**src/core/hws_pkg.sv**
```systemverilog
// shared constants and types for the haptic waveform sequencer
package hws_pkg;
  localparam logic [7:0] ADDR_LIB_CTRL = 8'h03;
  localparam logic [7:0] ADDR_SLOT_FIRST = 8'h04;
  localparam logic [7:0] ADDR_SLOT_LAST = 8'h0b;
  localparam logic [7:0] ADDR_GO = 8'h0c;
  localparam int FLOAT_BIT = 4;
  localparam int GO_BIT = 0;
  localparam int WAIT_BIT = 7;
  localparam logic [7:0] LIB_CTRL_RESET = 8'h01;
  localparam logic [7:0] LIB_CTRL_MASK = 8'h17;
  localparam logic [7:0] SLOT_RESET = 8'h00;
  localparam logic [2:0] LIB_EMPTY = 3'h0;
  localparam logic [2:0] LIB_LRA = 3'h6;
  localparam logic [2:0] LIB_RESERVED = 3'h7;
  localparam logic [2:0] SLOT_IDX_LAST = 3'h7;
  localparam int NUM_SLOTS = 8;
  localparam int CLK_HZ = 20_000_000;
  localparam int WAIT_UNIT_MS = 10;
  localparam int WAIT_UNIT_CYCLES = WAIT_UNIT_MS * (CLK_HZ / 1000);
  localparam int TICK_W = 18;
  // bus target address, arbitrary value
  localparam logic [6:0] BUS_DEV_ADDR = 7'h2d;
  localparam logic [3:0] BIT_CNT_BYTE = 4'h8;
  localparam logic [3:0] BIT_CNT_LAST = 4'h7;

  typedef struct packed
  {
    logic valid;
    logic [7:0] addr;
    logic [7:0] data;
  } reg_wr_t;

  typedef struct packed
  {
    logic start;
    logic abort;
    logic [2:0] lib;
    logic [6:0] id;
  } play_cmd_t;

  typedef enum logic [3:0]
  {
    BS_IDLE = 4'h0,
    BS_DEV = 4'h1,
    BS_DEV_ACK = 4'h3,
    BS_PTR = 4'h2,
    BS_PTR_ACK = 4'h6,
    BS_WR = 4'h7,
    BS_WR_ACK = 4'h5,
    BS_RD = 4'h4,
    BS_RD_ACK = 4'hc
  } bus_state_t;

  typedef enum logic [1:0]
  {
    SQ_IDLE = 2'h0,
    SQ_FETCH = 2'h1,
    SQ_PLAY = 2'h3,
    SQ_WAIT = 2'h2
  } seq_state_t;
endpackage : hws_pkg

```
**src/core/hws_bus_target.sv**
```systemverilog
// serial two-wire register target with auto-incrementing pointer
module hws_bus_target
  import hws_pkg::*;
(
  input wire logic clk_in,
  input wire logic rst_b_in,
  input wire logic scl_in,
  input wire logic sda_in,
  input wire logic [7:0] rd_data_in,
  output logic sda_out,
  output logic sda_oe_b_out,
  output logic [7:0] rd_addr_out,
  output reg_wr_t wr_out
);
  bus_state_t state_reg;
  logic scl_reg;
  logic sda_reg;
  logic [7:0] shift_reg;
  logic [3:0] cnt_reg;
  logic read_reg;
  logic ack_reg;
  wire start_seen = scl_in && scl_reg && sda_reg && !sda_in;
  wire stop_seen = scl_in && scl_reg && !sda_reg && sda_in;
  wire rise = scl_in && !scl_reg;
  wire fall = !scl_in && scl_reg;
  wire byte_in = (cnt_reg == BIT_CNT_BYTE);
  wire addr_hit = (shift_reg[7:1] == BUS_DEV_ADDR);
  wire receiving = (state_reg == BS_DEV) || (state_reg == BS_PTR) || (state_reg == BS_WR);

  always_ff @(posedge clk_in or negedge rst_b_in)
  begin
    if (!rst_b_in)
    begin
      scl_reg <= 1'b1;
      sda_reg <= 1'b1;
    end
    else
    begin
      scl_reg <= scl_in;
      sda_reg <= sda_in;
    end
  end

  always_ff @(posedge clk_in or negedge rst_b_in)
  begin
    if (!rst_b_in)
    begin
      state_reg <= BS_IDLE;
      shift_reg <= 8'h00;
      cnt_reg <= 4'h0;
      read_reg <= 1'b0;
      ack_reg <= 1'b0;
      sda_out <= 1'b0;
      sda_oe_b_out <= 1'b1;
      rd_addr_out <= 8'h00;
      wr_out <= '0;
    end
    else
    begin
      wr_out.valid <= 1'b0;
      sda_out <= 1'b0;
      if (start_seen)
      begin
        state_reg <= BS_DEV;
        cnt_reg <= 4'h0;
        sda_oe_b_out <= 1'b1;
      end
      else if (stop_seen)
      begin
        state_reg <= BS_IDLE;
        sda_oe_b_out <= 1'b1;
      end
      else if (receiving && rise && !byte_in)
      begin
        shift_reg <= {shift_reg[6:0], sda_in};
        cnt_reg <= cnt_reg + 4'h1;
      end
      else if (receiving && fall && byte_in)
      begin
        cnt_reg <= 4'h0;
        sda_oe_b_out <= 1'b0;
        case (state_reg)
          BS_DEV:
          begin
            read_reg <= shift_reg[0];
            sda_oe_b_out <= !addr_hit;
            state_reg <= addr_hit ? BS_DEV_ACK : BS_IDLE;
          end
          BS_PTR:
          begin
            rd_addr_out <= shift_reg;
            state_reg <= BS_PTR_ACK;
          end
          default:
          begin
            wr_out <= '{valid: 1'b1, addr: rd_addr_out, data: shift_reg};
            rd_addr_out <= rd_addr_out + 8'h01;
            state_reg <= BS_WR_ACK;
          end
        endcase
      end
      else if (fall)
      begin
        case (state_reg)
          BS_DEV_ACK:
          begin
            shift_reg <= rd_data_in;
            sda_oe_b_out <= read_reg ? rd_data_in[7] : 1'b1;
            state_reg <= read_reg ? BS_RD : BS_PTR;
          end
          BS_PTR_ACK, BS_WR_ACK:
          begin
            sda_oe_b_out <= 1'b1;
            state_reg <= BS_WR;
          end
          BS_RD:
          begin
            if (cnt_reg == BIT_CNT_LAST)
            begin
              sda_oe_b_out <= 1'b1;
              rd_addr_out <= rd_addr_out + 8'h01;
              state_reg <= BS_RD_ACK;
            end
            else
            begin
              sda_oe_b_out <= shift_reg[6];
              shift_reg <= {shift_reg[6:0], 1'b0};
              cnt_reg <= cnt_reg + 4'h1;
            end
          end
          BS_RD_ACK:
          begin
            // a missing acknowledge ends the read burst
            cnt_reg <= 4'h0;
            shift_reg <= rd_data_in;
            sda_oe_b_out <= ack_reg ? rd_data_in[7] : 1'b1;
            state_reg <= ack_reg ? BS_RD : BS_IDLE;
          end
          default:
          begin
            state_reg <= state_reg;
          end
        endcase
      end
      else if (rise && state_reg == BS_RD_ACK)
      begin
        ack_reg <= !sda_in;
      end
    end
  end
endmodule : hws_bus_target

```
**src/core/haptic_waveform_sequencer.sv**
```systemverilog
// library select, output float and eight-slot waveform sequencer
//
// Function
// - Bit 4 of the library control register floats the actuator output driver.
// - The float only takes hold while the device is enabled.
// - Raising the float at once cancels any sequence in progress.
// - The 3-bit library selector, reset to 1, picks the library latched when playback starts.
// - Selector 0 is the empty library, 1 to 5 the rotating-mass ones, 6 the resonant one, 7 reserved.
// - Slot bit 7 marks the slot as a timed wait instead of a waveform.
// - A wait slot idles for ten milliseconds times its 7-bit value.
// - A slot with bit 7 clear carries a 7-bit waveform identifier.
// - The identifier is passed on as the index into the chosen library.
// - Setting go starts the sequence at the slot at address 0x04.
// - After each slot the next address is taken, and played only when non-zero.
// - The sequence ends at the first zero slot or after the slot at 0x0b.
// - Go stays set until the sequence ends, and clearing it cancels the rest.
module haptic_waveform_sequencer
  import hws_pkg::*;
#(
  parameter int WAIT_UNIT_CYC = WAIT_UNIT_CYCLES
)
(
  input wire logic clk_in,
  input wire logic rst_b_in,
  input wire logic scl_in,
  input wire logic sda_in,
  input wire logic enable_in,
  input wire logic play_done_in,
  output logic sda_out,
  output logic sda_oe_b_out,
  output logic out_float_out,
  output logic busy_out,
  output play_cmd_t play_cmd_out
);
  function automatic logic slot_hit(input logic [7:0] addr);
    slot_hit = (addr >= ADDR_SLOT_FIRST) && (addr <= ADDR_SLOT_LAST);
  endfunction : slot_hit

  function automatic logic [2:0] slot_index(input logic [7:0] addr);
    slot_index = 3'(addr[2:0] - ADDR_SLOT_FIRST[2:0]);
  endfunction : slot_index

  reg_wr_t wr;
  logic [7:0] rd_addr;
  logic [7:0] rd_data;
  logic [7:0] lib_ctrl_reg;
  logic go_reg;
  logic go_next;
  logic [7:0] slot_reg [NUM_SLOTS];
  seq_state_t state_reg;
  seq_state_t state_next;
  logic [2:0] idx_reg;
  logic [2:0] idx_next;
  logic [2:0] lib_reg;
  logic [6:0] wait_left_reg;
  logic [6:0] wait_left_next;
  logic [TICK_W-1:0] tick_reg;
  logic [TICK_W-1:0] tick_next;
  logic seq_start;
  logic seq_finish;
  logic seq_abort;
  logic play_start;
  play_cmd_t play_cmd_next;

  // scl and sda taken as synchronous, no synchroniser in front
  hws_bus_target u_bus
  (
    .clk_in(clk_in),
    .rst_b_in(rst_b_in),
    .scl_in(scl_in),
    .sda_in(sda_in),
    .rd_data_in(rd_data),
    .sda_out(sda_out),
    .sda_oe_b_out(sda_oe_b_out),
    .rd_addr_out(rd_addr),
    .wr_out(wr)
  );

  wire wr_lib = wr.valid && (wr.addr == ADDR_LIB_CTRL);
  wire wr_go = wr.valid && (wr.addr == ADDR_GO);
  wire wr_slot = wr.valid && slot_hit(wr.addr);
  wire float_active = lib_ctrl_reg[FLOAT_BIT] && enable_in;
  wire active = (state_reg != SQ_IDLE);
  wire float_abort = float_active && active;
  wire [7:0] cur_slot = slot_reg[idx_reg];
  wire slot_is_wait = cur_slot[WAIT_BIT];
  wire slot_empty = (cur_slot == 8'h00);
  wire [6:0] slot_value = cur_slot[6:0];
  wire last_slot = (idx_reg == SLOT_IDX_LAST);
  wire lib_silent = (lib_reg == LIB_EMPTY) || (lib_reg == LIB_RESERVED);
  wire tick_wrap = (tick_reg == TICK_W'(WAIT_UNIT_CYC - 1));
  wire wait_over = (wait_left_reg == 7'h00);
  // one shared tick keeps each wait unit exact to the cycle
  wire [TICK_W-1:0] tick_step = tick_wrap ? '0 : tick_reg + 1'b1;
  wire [6:0] wait_step = tick_wrap ? wait_left_reg - 7'h01 : wait_left_reg;
  // software clear or float ends a running sequence
  wire cancel = active && (!go_reg || float_active);

  wire rd_sel_lib = (rd_addr == ADDR_LIB_CTRL);
  wire rd_sel_go = (rd_addr == ADDR_GO);
  wire rd_sel_slot = slot_hit(rd_addr);
  wire [7:0] rd_slot_val = slot_reg[slot_index(rd_addr)];
  assign rd_data = rd_sel_lib ? (lib_ctrl_reg & LIB_CTRL_MASK) :
                   rd_sel_go ? {7'h00, go_reg} :
                   rd_sel_slot ? rd_slot_val : 8'h00;

  wire go_wr_val = wr.data[GO_BIT];
  // write wins over the self-clear
  // go written while floating stays pending until the float drops
  assign go_next = wr_go ? go_wr_val :
                   (seq_finish || float_abort) ? 1'b0 : go_reg;

  always_ff @(posedge clk_in or negedge rst_b_in)
  begin
    if (!rst_b_in)
    begin
      lib_ctrl_reg <= LIB_CTRL_RESET;
      go_reg <= 1'b0;
    end
    else
    begin
      if (wr_lib)
      begin
        lib_ctrl_reg <= wr.data & LIB_CTRL_MASK;
      end
      go_reg <= go_next;
    end
  end

  always_ff @(posedge clk_in or negedge rst_b_in)
  begin
    if (!rst_b_in)
    begin
      for (int i = 0; i < NUM_SLOTS; i++)
      begin
        slot_reg[i] <= SLOT_RESET;
      end
    end
    // a slot rewritten mid-sequence is used at its next fetch
    else if (wr_slot)
    begin
      slot_reg[slot_index(wr.addr)] <= wr.data;
    end
  end

  always_comb
  begin
    state_next = state_reg;
    idx_next = idx_reg;
    wait_left_next = wait_left_reg;
    tick_next = tick_reg;
    seq_start = 1'b0;
    seq_finish = 1'b0;
    seq_abort = 1'b0;
    play_start = 1'b0;
    case (state_reg)
      SQ_IDLE:
      begin
        if (go_reg && !float_active)
        begin
          seq_start = 1'b1;
          idx_next = 3'h0;
          state_next = SQ_FETCH;
        end
      end
      SQ_FETCH:
      begin
        if (slot_empty)
        begin
          seq_finish = 1'b1;
        end
        else if (slot_is_wait)
        begin
          wait_left_next = slot_value;
          tick_next = '0;
          state_next = SQ_WAIT;
        end
        // waveform slot, silent library skips it
        else if (lib_silent)
        begin
          state_next = SQ_WAIT;
          wait_left_next = 7'h00;
        end
        else
        begin
          play_start = 1'b1;
          state_next = SQ_PLAY;
        end
      end
      SQ_PLAY:
      begin
        if (play_done_in)
        begin
          state_next = SQ_WAIT;
          wait_left_next = 7'h00;
        end
      end
      SQ_WAIT:
      begin
        if (!wait_over)
        begin
          tick_next = tick_step;
          wait_left_next = wait_step;
        end
        else if (last_slot)
        begin
          seq_finish = 1'b1;
        end
        else
        begin
          idx_next = idx_reg + 3'h1;
          state_next = SQ_FETCH;
        end
      end
      default:
      begin
        state_next = SQ_IDLE;
      end
    endcase
    if (seq_finish)
    begin
      state_next = SQ_IDLE;
    end
    if (cancel)
    begin
      seq_abort = 1'b1;
      seq_finish = 1'b0;
      play_start = 1'b0;
      state_next = SQ_IDLE;
    end
  end

  // abort reaches the engine only while a waveform plays
  // identifier indexes the library
  assign play_cmd_next = '{start: play_start, abort: seq_abort && (state_reg == SQ_PLAY),
                           lib: lib_reg, id: slot_value};

  always_ff @(posedge clk_in or negedge rst_b_in)
  begin
    if (!rst_b_in)
    begin
      state_reg <= SQ_IDLE;
      idx_reg <= 3'h0;
      wait_left_reg <= 7'h00;
      tick_reg <= '0;
    end
    else
    begin
      state_reg <= state_next;
      idx_reg <= idx_next;
      wait_left_reg <= wait_left_next;
      tick_reg <= tick_next;
    end
  end

  // latched so a mid-sequence write cannot swap libraries
  always_ff @(posedge clk_in or negedge rst_b_in)
  begin
    if (!rst_b_in)
    begin
      lib_reg <= LIB_CTRL_RESET[2:0];
    end
    else if (seq_start)
    begin
      lib_reg <= lib_ctrl_reg[2:0];
    end
  end

  always_ff @(posedge clk_in or negedge rst_b_in)
  begin
    if (!rst_b_in)
    begin
      out_float_out <= 1'b0;
      busy_out <= 1'b0;
      play_cmd_out <= '0;
    end
    else
    begin
      out_float_out <= float_active;
      // from the next state so busy drops in the same cycle as state_reg
      busy_out <= (state_next != SQ_IDLE);
      play_cmd_out <= play_cmd_next;
    end
  end
endmodule : haptic_waveform_sequencer

```
**config.mk**
```make
export PLATFORM = sky130hd
export DESIGN_NAME = haptic_waveform_sequencer
export DESIGN_NICKNAME = d
export VERILOG_FILES = /design/src/core/hws_pkg.sv /design/src/core/hws_bus_target.sv /design/src/core/haptic_waveform_sequencer.sv
export SDC_FILE = /design/constraint.sdc
export NUM_CORES = 1
export LEC_CHECK = 0
export BUFFER_PORTS_ARGS = -buffer_cell sky130_fd_sc_hd__buf_2
export CORE_UTILIZATION = 63
export DETAILED_ROUTE_END_ITERATION = 6
export PLACE_DENSITY_LB_ADDON = 0.25
export SYNTH_ARGS = -nofsm -noshare
export SYNTH_HDL_FRONTEND = slang
export SYNTH_HIERARCHICAL = 1
export SYNTH_SLANG_ARGS = --single-unit
export TNS_END_PERCENT = 5
```
**constraint.sdc**
```tcl
create_clock -name clk_in -period 3.5 [get_ports clk_in]
set_input_delay 0.35 -clock clk_in [delete_from_list [all_inputs] [get_ports clk_in]]
set_output_delay 0.35 -clock clk_in [all_outputs]
set_load 0.01 [all_outputs]
```
==> results of run 1 <==
==> placed cells by master, fill, tap and decap left out, types with 18 or more instances in the layout <==
master / count
mux2i_1: 18
mux2_2: 89
nor2_1: 54
o21ai_0: 41
nand2_1: 57
nor3_1: 18
a21oi_1: 27
dfrtp_1: 157
buf_2: 19
inv_1: 24
==> power groups by stage <==
stage	Sequential (W)	Clock, W	Combinational (W)
global placement	0.00207	0	0.000198
floorplan	0.00203	0	0.000140
detailed placement	0.00207	0	0.000211
CTS	0.00204	0.00199	0.000218
finish	0.00204	0.00198	0.000217
global route	0.00205	0.00209	0.000245
==> metal layers <==
| metal | share of wire | vias up | global-route usage |
|---|---|---|---|
| met5 | 0 | - | 0 |
| met4 | 0.031 | 0 | 0.1328 |
| met3 | 0.051 | 54 | 0.06131 |
| met2 | 0.50 | 287 | 0.5072 |
| met1 | 0.42 | 3315 | 0.4172 |
| li1 | - | 2887 | - |
==> worst max-delay path: stages (launching register included) <==
cell and delay (ps):
dfrtp_1 520, buf_4 240, mux4_1 570, mux2_2 330, nor4_4 310, nand3_1 340, nand2_1 270, o221ai_1 160
==> final timing paths <==
kind | end | slack, ps | cells after the start
worst min-delay path | u_bus/sda_reg | 50 | 1
max in group asynchronous | lib_reg[0] | 2080 | 3
worst max-delay path | wait_left_reg[2] | 620 | 7
min in group asynchronous | tick_reg[0] | 470 | 2
worst min register to register | play_cmd_out[7] | 420 | 0
worst max register to register | wait_left_reg[2] | 620 | 7
==> timing repair <==
action,4_1_cts,5_1_grt
endpoints found under the hold margin,66,0
setup endpoints to repair,0,0
hold buffers,1,0
==> logic make-up after synthesis <==
kind of cell,Yosys count,share of synthesized area
and+or+nand+nor,240,0.1466
DFF,162,0.4646
muxes,140,0.2255
AOI/OAI and AO/OA,134,0.1012
buffers and inverters,54,0.03250
adders and majority gates,12,0.01718
xor gates and xnor gates,12,0.01203
other,1,0.0004291
==> layout make-up <==
| class | count | area (sq um) |
|---|---|---|
| sequential | 162 | 4060 |
| timing repair buffer | 39 | 264.0 |
| tap | 176 | 220.2 |
| fill | 911 | 3741 |
| clock buffer | 18 | 439.2 |
| multi-input combinational | 539 | 4395 |
| clock inverter | 14 | 190.2 |
| inverter | 24 | 90.09 |
==> metrics by stage <==
step / setup WS (ps) / util
after floorplan: 756.4 / -
after global placement: 713.1 / 0.6731
after detailed placement: 695.9 / 0.6731
after CTS: 660.2 / 0.7208
after global routing: 457.6 / 0.7208
final: 622.6 / 0.7208
==> flow_metrics.env, run 1 <==
export IMPL_tightest_slew_ps=774.1
export IMPL_path_max_fanout=8
export IMPL_drtPass1Iterations=5
export IMPL_synth_edff_count=0
export IMPL_ys_flop_type="dfrtp_1"
export IMPL_syn_avg_cell_area_sq_um=11.58
export IMPL_post_synth_num_cell_types=85
export IMPL_hold_start="sda_in"
export IMPL_ir_drop_uv=358.2
export IMPL_dieArea_sq_um=14350
export IMPL_dpl_cell_area_sq_um=9020
export IMPL_path_class="reg -> reg"
export IMPL_switching_share=0.2454
export IMPL_clk_pin_slew_worst_paths_ps=70
export IMPL_antenna_left=0
export IMPL_finalSetupViolations=0
export IMPL_fin_skew_ps=8.082
export IMPL_fin_cells=972
export IMPL_seq_area_frac_synth=0.4646
export IMPL_ys_ff_latch=162
export IMPL_post_cts_buffers=0
export IMPL_grt_max_degree=69
export IMPL_cts_sinks=162
export IMPL_drive_gt1_frac=0.2513
export IMPL_cp_startpoint="idx_reg[0]"
export IMPL_portBuffers=20
export IMPL_final_max_slew_viol_count=0
export IMPL_drc=0
export IMPL_area_growth_pct=10.52
export IMPL_pin_count=22
export IMPL_start_util=0.6522
export IMPL_timing_hold_ws_ps=50.92
export IMPL_p_int_w=0.003195
export IMPL_syn_num_nets=773
export IMPL_leakage_nw=4.416
export IMPL_dpl_cell_count=939
export IMPL_grt_pass1_vias=6385
export IMPL_grt_pass1_wl_um=34300
export IMPL_fmax_mhz=347.5
export IMPL_power_density_nw_per_um2=438.3
export IMPL_status="finished, final reports clean"
export IMPL_timing_rr_start="idx_reg[0]"
export IMPL_die_h_um=119.8
export IMPL_pwr_share_comb=0.051
export IMPL_critPathRequiredTime_ps=3800
export IMPL_wl_per_cell_um=21.57
export IMPL_yosys_warnings=6
export IMPL_final_area_sq_um=9659
export IMPL_min_path_type="in -> reg"
export IMPL_fin_setup_tns_ps=0
export IMPL_clk_latency_ps=440
export IMPL_clockRootBuffer="clkbuf_16"
export IMPL_synth_most_common_cell="dfrtp_1"
export IMPL_synth_common_cells="dfrtp_1 (157), mux2_2 (89), nand2_1 (57)"
export IMPL_rows=42
export IMPL_cts_buffers=17
export IMPL_cp_end_kind="register"
export IMPL_critPathLaunchType="register"
export IMPL_synth_area_top_cells="dfrtp_1 (45%), mux2_2 (11%), mux4_1 (4.5%)"
export IMPL_pwr_share_clk=0.467
export IMPL_die_w_um=119.8
export IMPL_rsz0062_at_grt="false"
export IMPL_core_sq_um=13400
export IMPL_total_power_w=0.004234
export IMPL_fin_crit_sh=0.8221
export IMPL_layout_nets=801
export IMPL_hpwl_um=14510
export IMPL_drt_wl_total_um=20960
export IMPL_p_switching_w=0.001039
export IMPL_yosysTopAreaCellShare=0.4495
export IMPL_slew_headroom=0.4809
export IMPL_maxCapViolations=0
export IMPL_drt_initial_drc_count=769
export IMPL_fin_crit_ps=2877
export IMPL_p_seq_frac=0.482
export IMPL_grt_usage=0.3141
export IMPL_place_gp_congestion=0.8961
export IMPL_async_reset_ff_frac=1.000
export IMPL_cp_arrival_ps=3180
export IMPL_yosysTopAreaCell="dfrtp_1"
export IMPL_vias_per_cell=6.731
export IMPL_largest_reg_flops=64
export IMPL_clockBufferDepth=2
export IMPL_hold_viol_final=0
export IMPL_netlist_instances=755
export IMPL_grt_ovfl_total=0
export IMPL_vias=6543
export IMPL_netlist_area_sq_um=8740
export IMPL_antennaDiodeCount=0
export IMPL_antenna_found_initial=0
export IMPL_post_cts_resized=0
export IMPL_cts_tree="yes"
export IMPL_cts_htree_levels=4
No activity file was read; power rests on OpenSTA's default activity.
==> inputs of run 2 (changes only) <==
Settings changed: ABC_AREA set to 1.
Clock period 3.5 ns to 2.65 ns, I/O delays scaled along.
==> flow_metrics.env, run 2 <==
export IMPL_switching_share=0.3176
export IMPL_dieArea_sq_um=14990
export IMPL_slowest_stage="dfrtp_1"
export IMPL_leakage_nw=4.724
export IMPL_crit_family="simple AND/OR/NAND/NOR gates"
export IMPL_grt_pass1_wl_um=36270
export IMPL_largest_reg_flops=64
export IMPL_clockBufferDepth=2
export IMPL_clockRootBuffer="clkbuf_16"
export IMPL_post_synth_num_cell_types=52
export IMPL_cp_end_kind="register"
export IMPL_nFillCells=1145
export IMPL_rows=43
export IMPL_path_cells="inv_2, nand2_1, nand3_1, nand2_1, o21ai_1, nand2_1, nor2_2, nand3_2, nand2_1, inv_2, nand2_4, buf_4, nand2_1, o21ai_1"
export IMPL_wl_per_cell_um=15.31
export IMPL_pwr_share_clk=0.354
export IMPL_yosysTopAreaCell="dfrtp_1"
export IMPL_ir_drop_uv=575.5
export IMPL_p_int_w=0.004394
export IMPL_synth_common_cells="nand2_1 (362), dfrtp_1 (157), inv_1 (144)"
export IMPL_slew_headroom=0.5571
export IMPL_vias=8234
export IMPL_drt_wl_total_um=21870
export IMPL_maxCapViolations=0
export IMPL_async_reset_ff_frac=1.000
export IMPL_post_cts_buffers=0
export IMPL_dpl_cell_count=1394
export IMPL_path_class="reg -> reg"
export IMPL_vias_per_cell=5.762
export IMPL_power_density_nw_per_um2=646.8
export IMPL_place_gp_congestion=0.9007
export IMPL_path_max_fanout=25
export IMPL_synth_most_common_cell="nand2_1"
export IMPL_grt_usage=0.3114
export IMPL_critPathRequiredTime_ps=3000
export IMPL_core_sq_um=13990
export IMPL_die_h_um=122.4
export IMPL_synth_edff_count=0
export IMPL_p_seq_frac=0.433
export IMPL_fin_skew_ps=5.814
export IMPL_fin_crit_ps=2332
export IMPL_cts_tree="yes"
export IMPL_grt_max_degree=61
export IMPL_ys_ff_latch=162
export IMPL_tightest_slew_ps=662.7
export IMPL_final_max_slew_viol_count=0
export IMPL_status="finished with violations"
export IMPL_start_util=0.6530
export IMPL_netlist_instances=1221
export IMPL_cts_sinks=162
export IMPL_antenna_left=0
export IMPL_cts_buffers=17
export IMPL_drtPass1Iterations=7
export IMPL_die_w_um=122.4
export IMPL_layout_common_cells="nand2_1 (362), dfrtp_1 (157), inv_1 (144)"
export IMPL_hpwl_um=14650
export IMPL_ys_flop_type="dfrtp_1"
export IMPL_crit_path_frequent_cell="nand2_1"
export IMPL_clk_latency_ps=430
export IMPL_layout_nets=1254
export IMPL_drc=1
export IMPL_critPathLaunchType="register"
export IMPL_yosys_warnings=6
export IMPL_finalSetupViolations=0
export IMPL_antennaDiodeCount=0
export IMPL_slowest_delay_ps=400
export IMPL_final_common_cell="nand2_1"
export IMPL_antenna_found_initial=0
export IMPL_yosysTopAreaCellShare=0.4301
export IMPL_fin_crit_sh=0.8801
export IMPL_synth_area_top_cells="dfrtp_1 (43%), nand2_1 (15%), o21ai_0 (6.9%)"
export IMPL_cp_arrival_ps=2680
export IMPL_path_buf_inv=3
export IMPL_portBuffers=20
export IMPL_fin_setup_tns_ps=0
export IMPL_drt_initial_drc_count=818
export IMPL_failed_checks="design-rule violations"
export IMPL_cts_htree_levels=4
export IMPL_grt_pass1_vias=7554
export IMPL_clk_pin_slew_worst_paths_ps=60
export IMPL_dp_slack_ps=173.1
export IMPL_grt_ovfl_total=0
export IMPL_rsz0062_at_grt="false"
export IMPL_fmax_mhz=428.8
export IMPL_syn_num_nets=1239
export IMPL_area_growth_pct=8.958
export IMPL_fin_cells=1429
export IMPL_pwr_share_comb=0.213
export IMPL_drive_gt1_frac=0.09608
export IMPL_hold_viol_final=0
export IMPL_p_switching_w=0.002045
export IMPL_syn_avg_cell_area_sq_um=7.482
export IMPL_seq_area_frac_synth=0.4445
export IMPL_pin_count=22
export IMPL_min_path_type="in -> reg"
export IMPL_timing_final_ws_setup_ps=317.8
export IMPL_netlist_area_sq_um=9135
-- run 2: cell count changes in the layout (fill, tap and decap cells not counted), sizes merged, moves of 12 or more --
cell    change
inv       +123
nor2b      -13
xor2       +12
nor2       +25
mux4       -32
nand2     +314
o21ai     +142
nand3      +65
mux2       -88
mux2i      -18
o211ai     +15
-- run 2: worst reg2reg max path, delay by kind of cell (launching register included) --
kind | cells | cell delay, ps
simple gates | 9 | 820
buf+inv | 3 | 630
flops | 1 | 400
compound gates | 2 | 390
-- run 2: cells by family after synthesis --
family                   after synthesis  synth area share
buffers and inverters                200           0.09259
AO/OA/AOI/OAI                        252            0.1523
XOR/XNOR                              15           0.01438
flip-flops                           162            0.4445
AND/OR/NAND/NOR                      577            0.2769
adder cells (fa/ha/maj)               12           0.01644
multiplexers                           2          0.002465
other                                  1         0.0004105
-- run 2: metal layers --
metal  vias up  routed length (um)  global-route usage
met3        52                1408             0.04647
met1      3857                9395              0.4159
li1       3991                   -                   -
met2       334               10580              0.5109
met5         -                   0                   0
met4         0                 493              0.1212
-- run 2: area by class of cell --
cell class | instances | area [sq um] | area share
clock inverters | 5 | 53.80 | 0.005405
well taps | 180 | 225.2 | 0.02263
flip-flops and latches | 162 | 4060 | 0.4079
clock buffers | 27 | 483.0 | 0.04852
multi-input cells | 859 | 4242 | 0.4261
inverters | 156 | 588.1 | 0.05908
repair buffers | 40 | 301.5 | 0.03030
-- run 2: worst paths after layout --
check                      startpoint                to  slack (ps)  cells after the start
max                        idx_reg[0]       tick_reg[2]         320                     14
min                         enable_in     out_float_out          70                      3
max reg2reg                idx_reg[0]       tick_reg[2]         320                     14
min reg2reg                lib_reg[0]   play_cmd_out[7]         430                      0
max in group asynchronous    rst_b_in     u_bus/scl_reg        1580                      3
min in group asynchronous    rst_b_in  wait_left_reg[5]         350                      2
-- run 2: power by group through the flow --
stage               clock (W)  combinational [W]  sequential (W)
finish                0.00228            0.00137         0.00279
CTS                   0.00230            0.00135         0.00279
global placement            0            0.00132         0.00283
global route          0.00242            0.00154         0.00281
detailed placement          0            0.00134         0.00283
floorplan                   0           0.000989         0.00280
-- run 2: stage by stage --
stage | power [W] | hold WS (ps) | util | instance area, sq um
2_1_floorplan | 0.003790 | -30.59 | - | 9135
3_3_place_gp | 0.004143 | 241.0 | 0.6701 | 9374
3_5_place_dp | 0.004172 | 244.0 | 0.6701 | 9374
4_1_cts | 0.006436 | 62.58 | 0.7106 | 9941
5_1_grt | 0.006772 | 82.62 | 0.7115 | 9953
6_report | 0.006438 | 73.71 | 0.7115 | 9953
-- run 2: repair_timing --
item	in CTS	in global routing
hold buffers	3	0
setup endpoints to repair	0	1
endpoints found under the hold margin	52	0
resized for setup	0	2
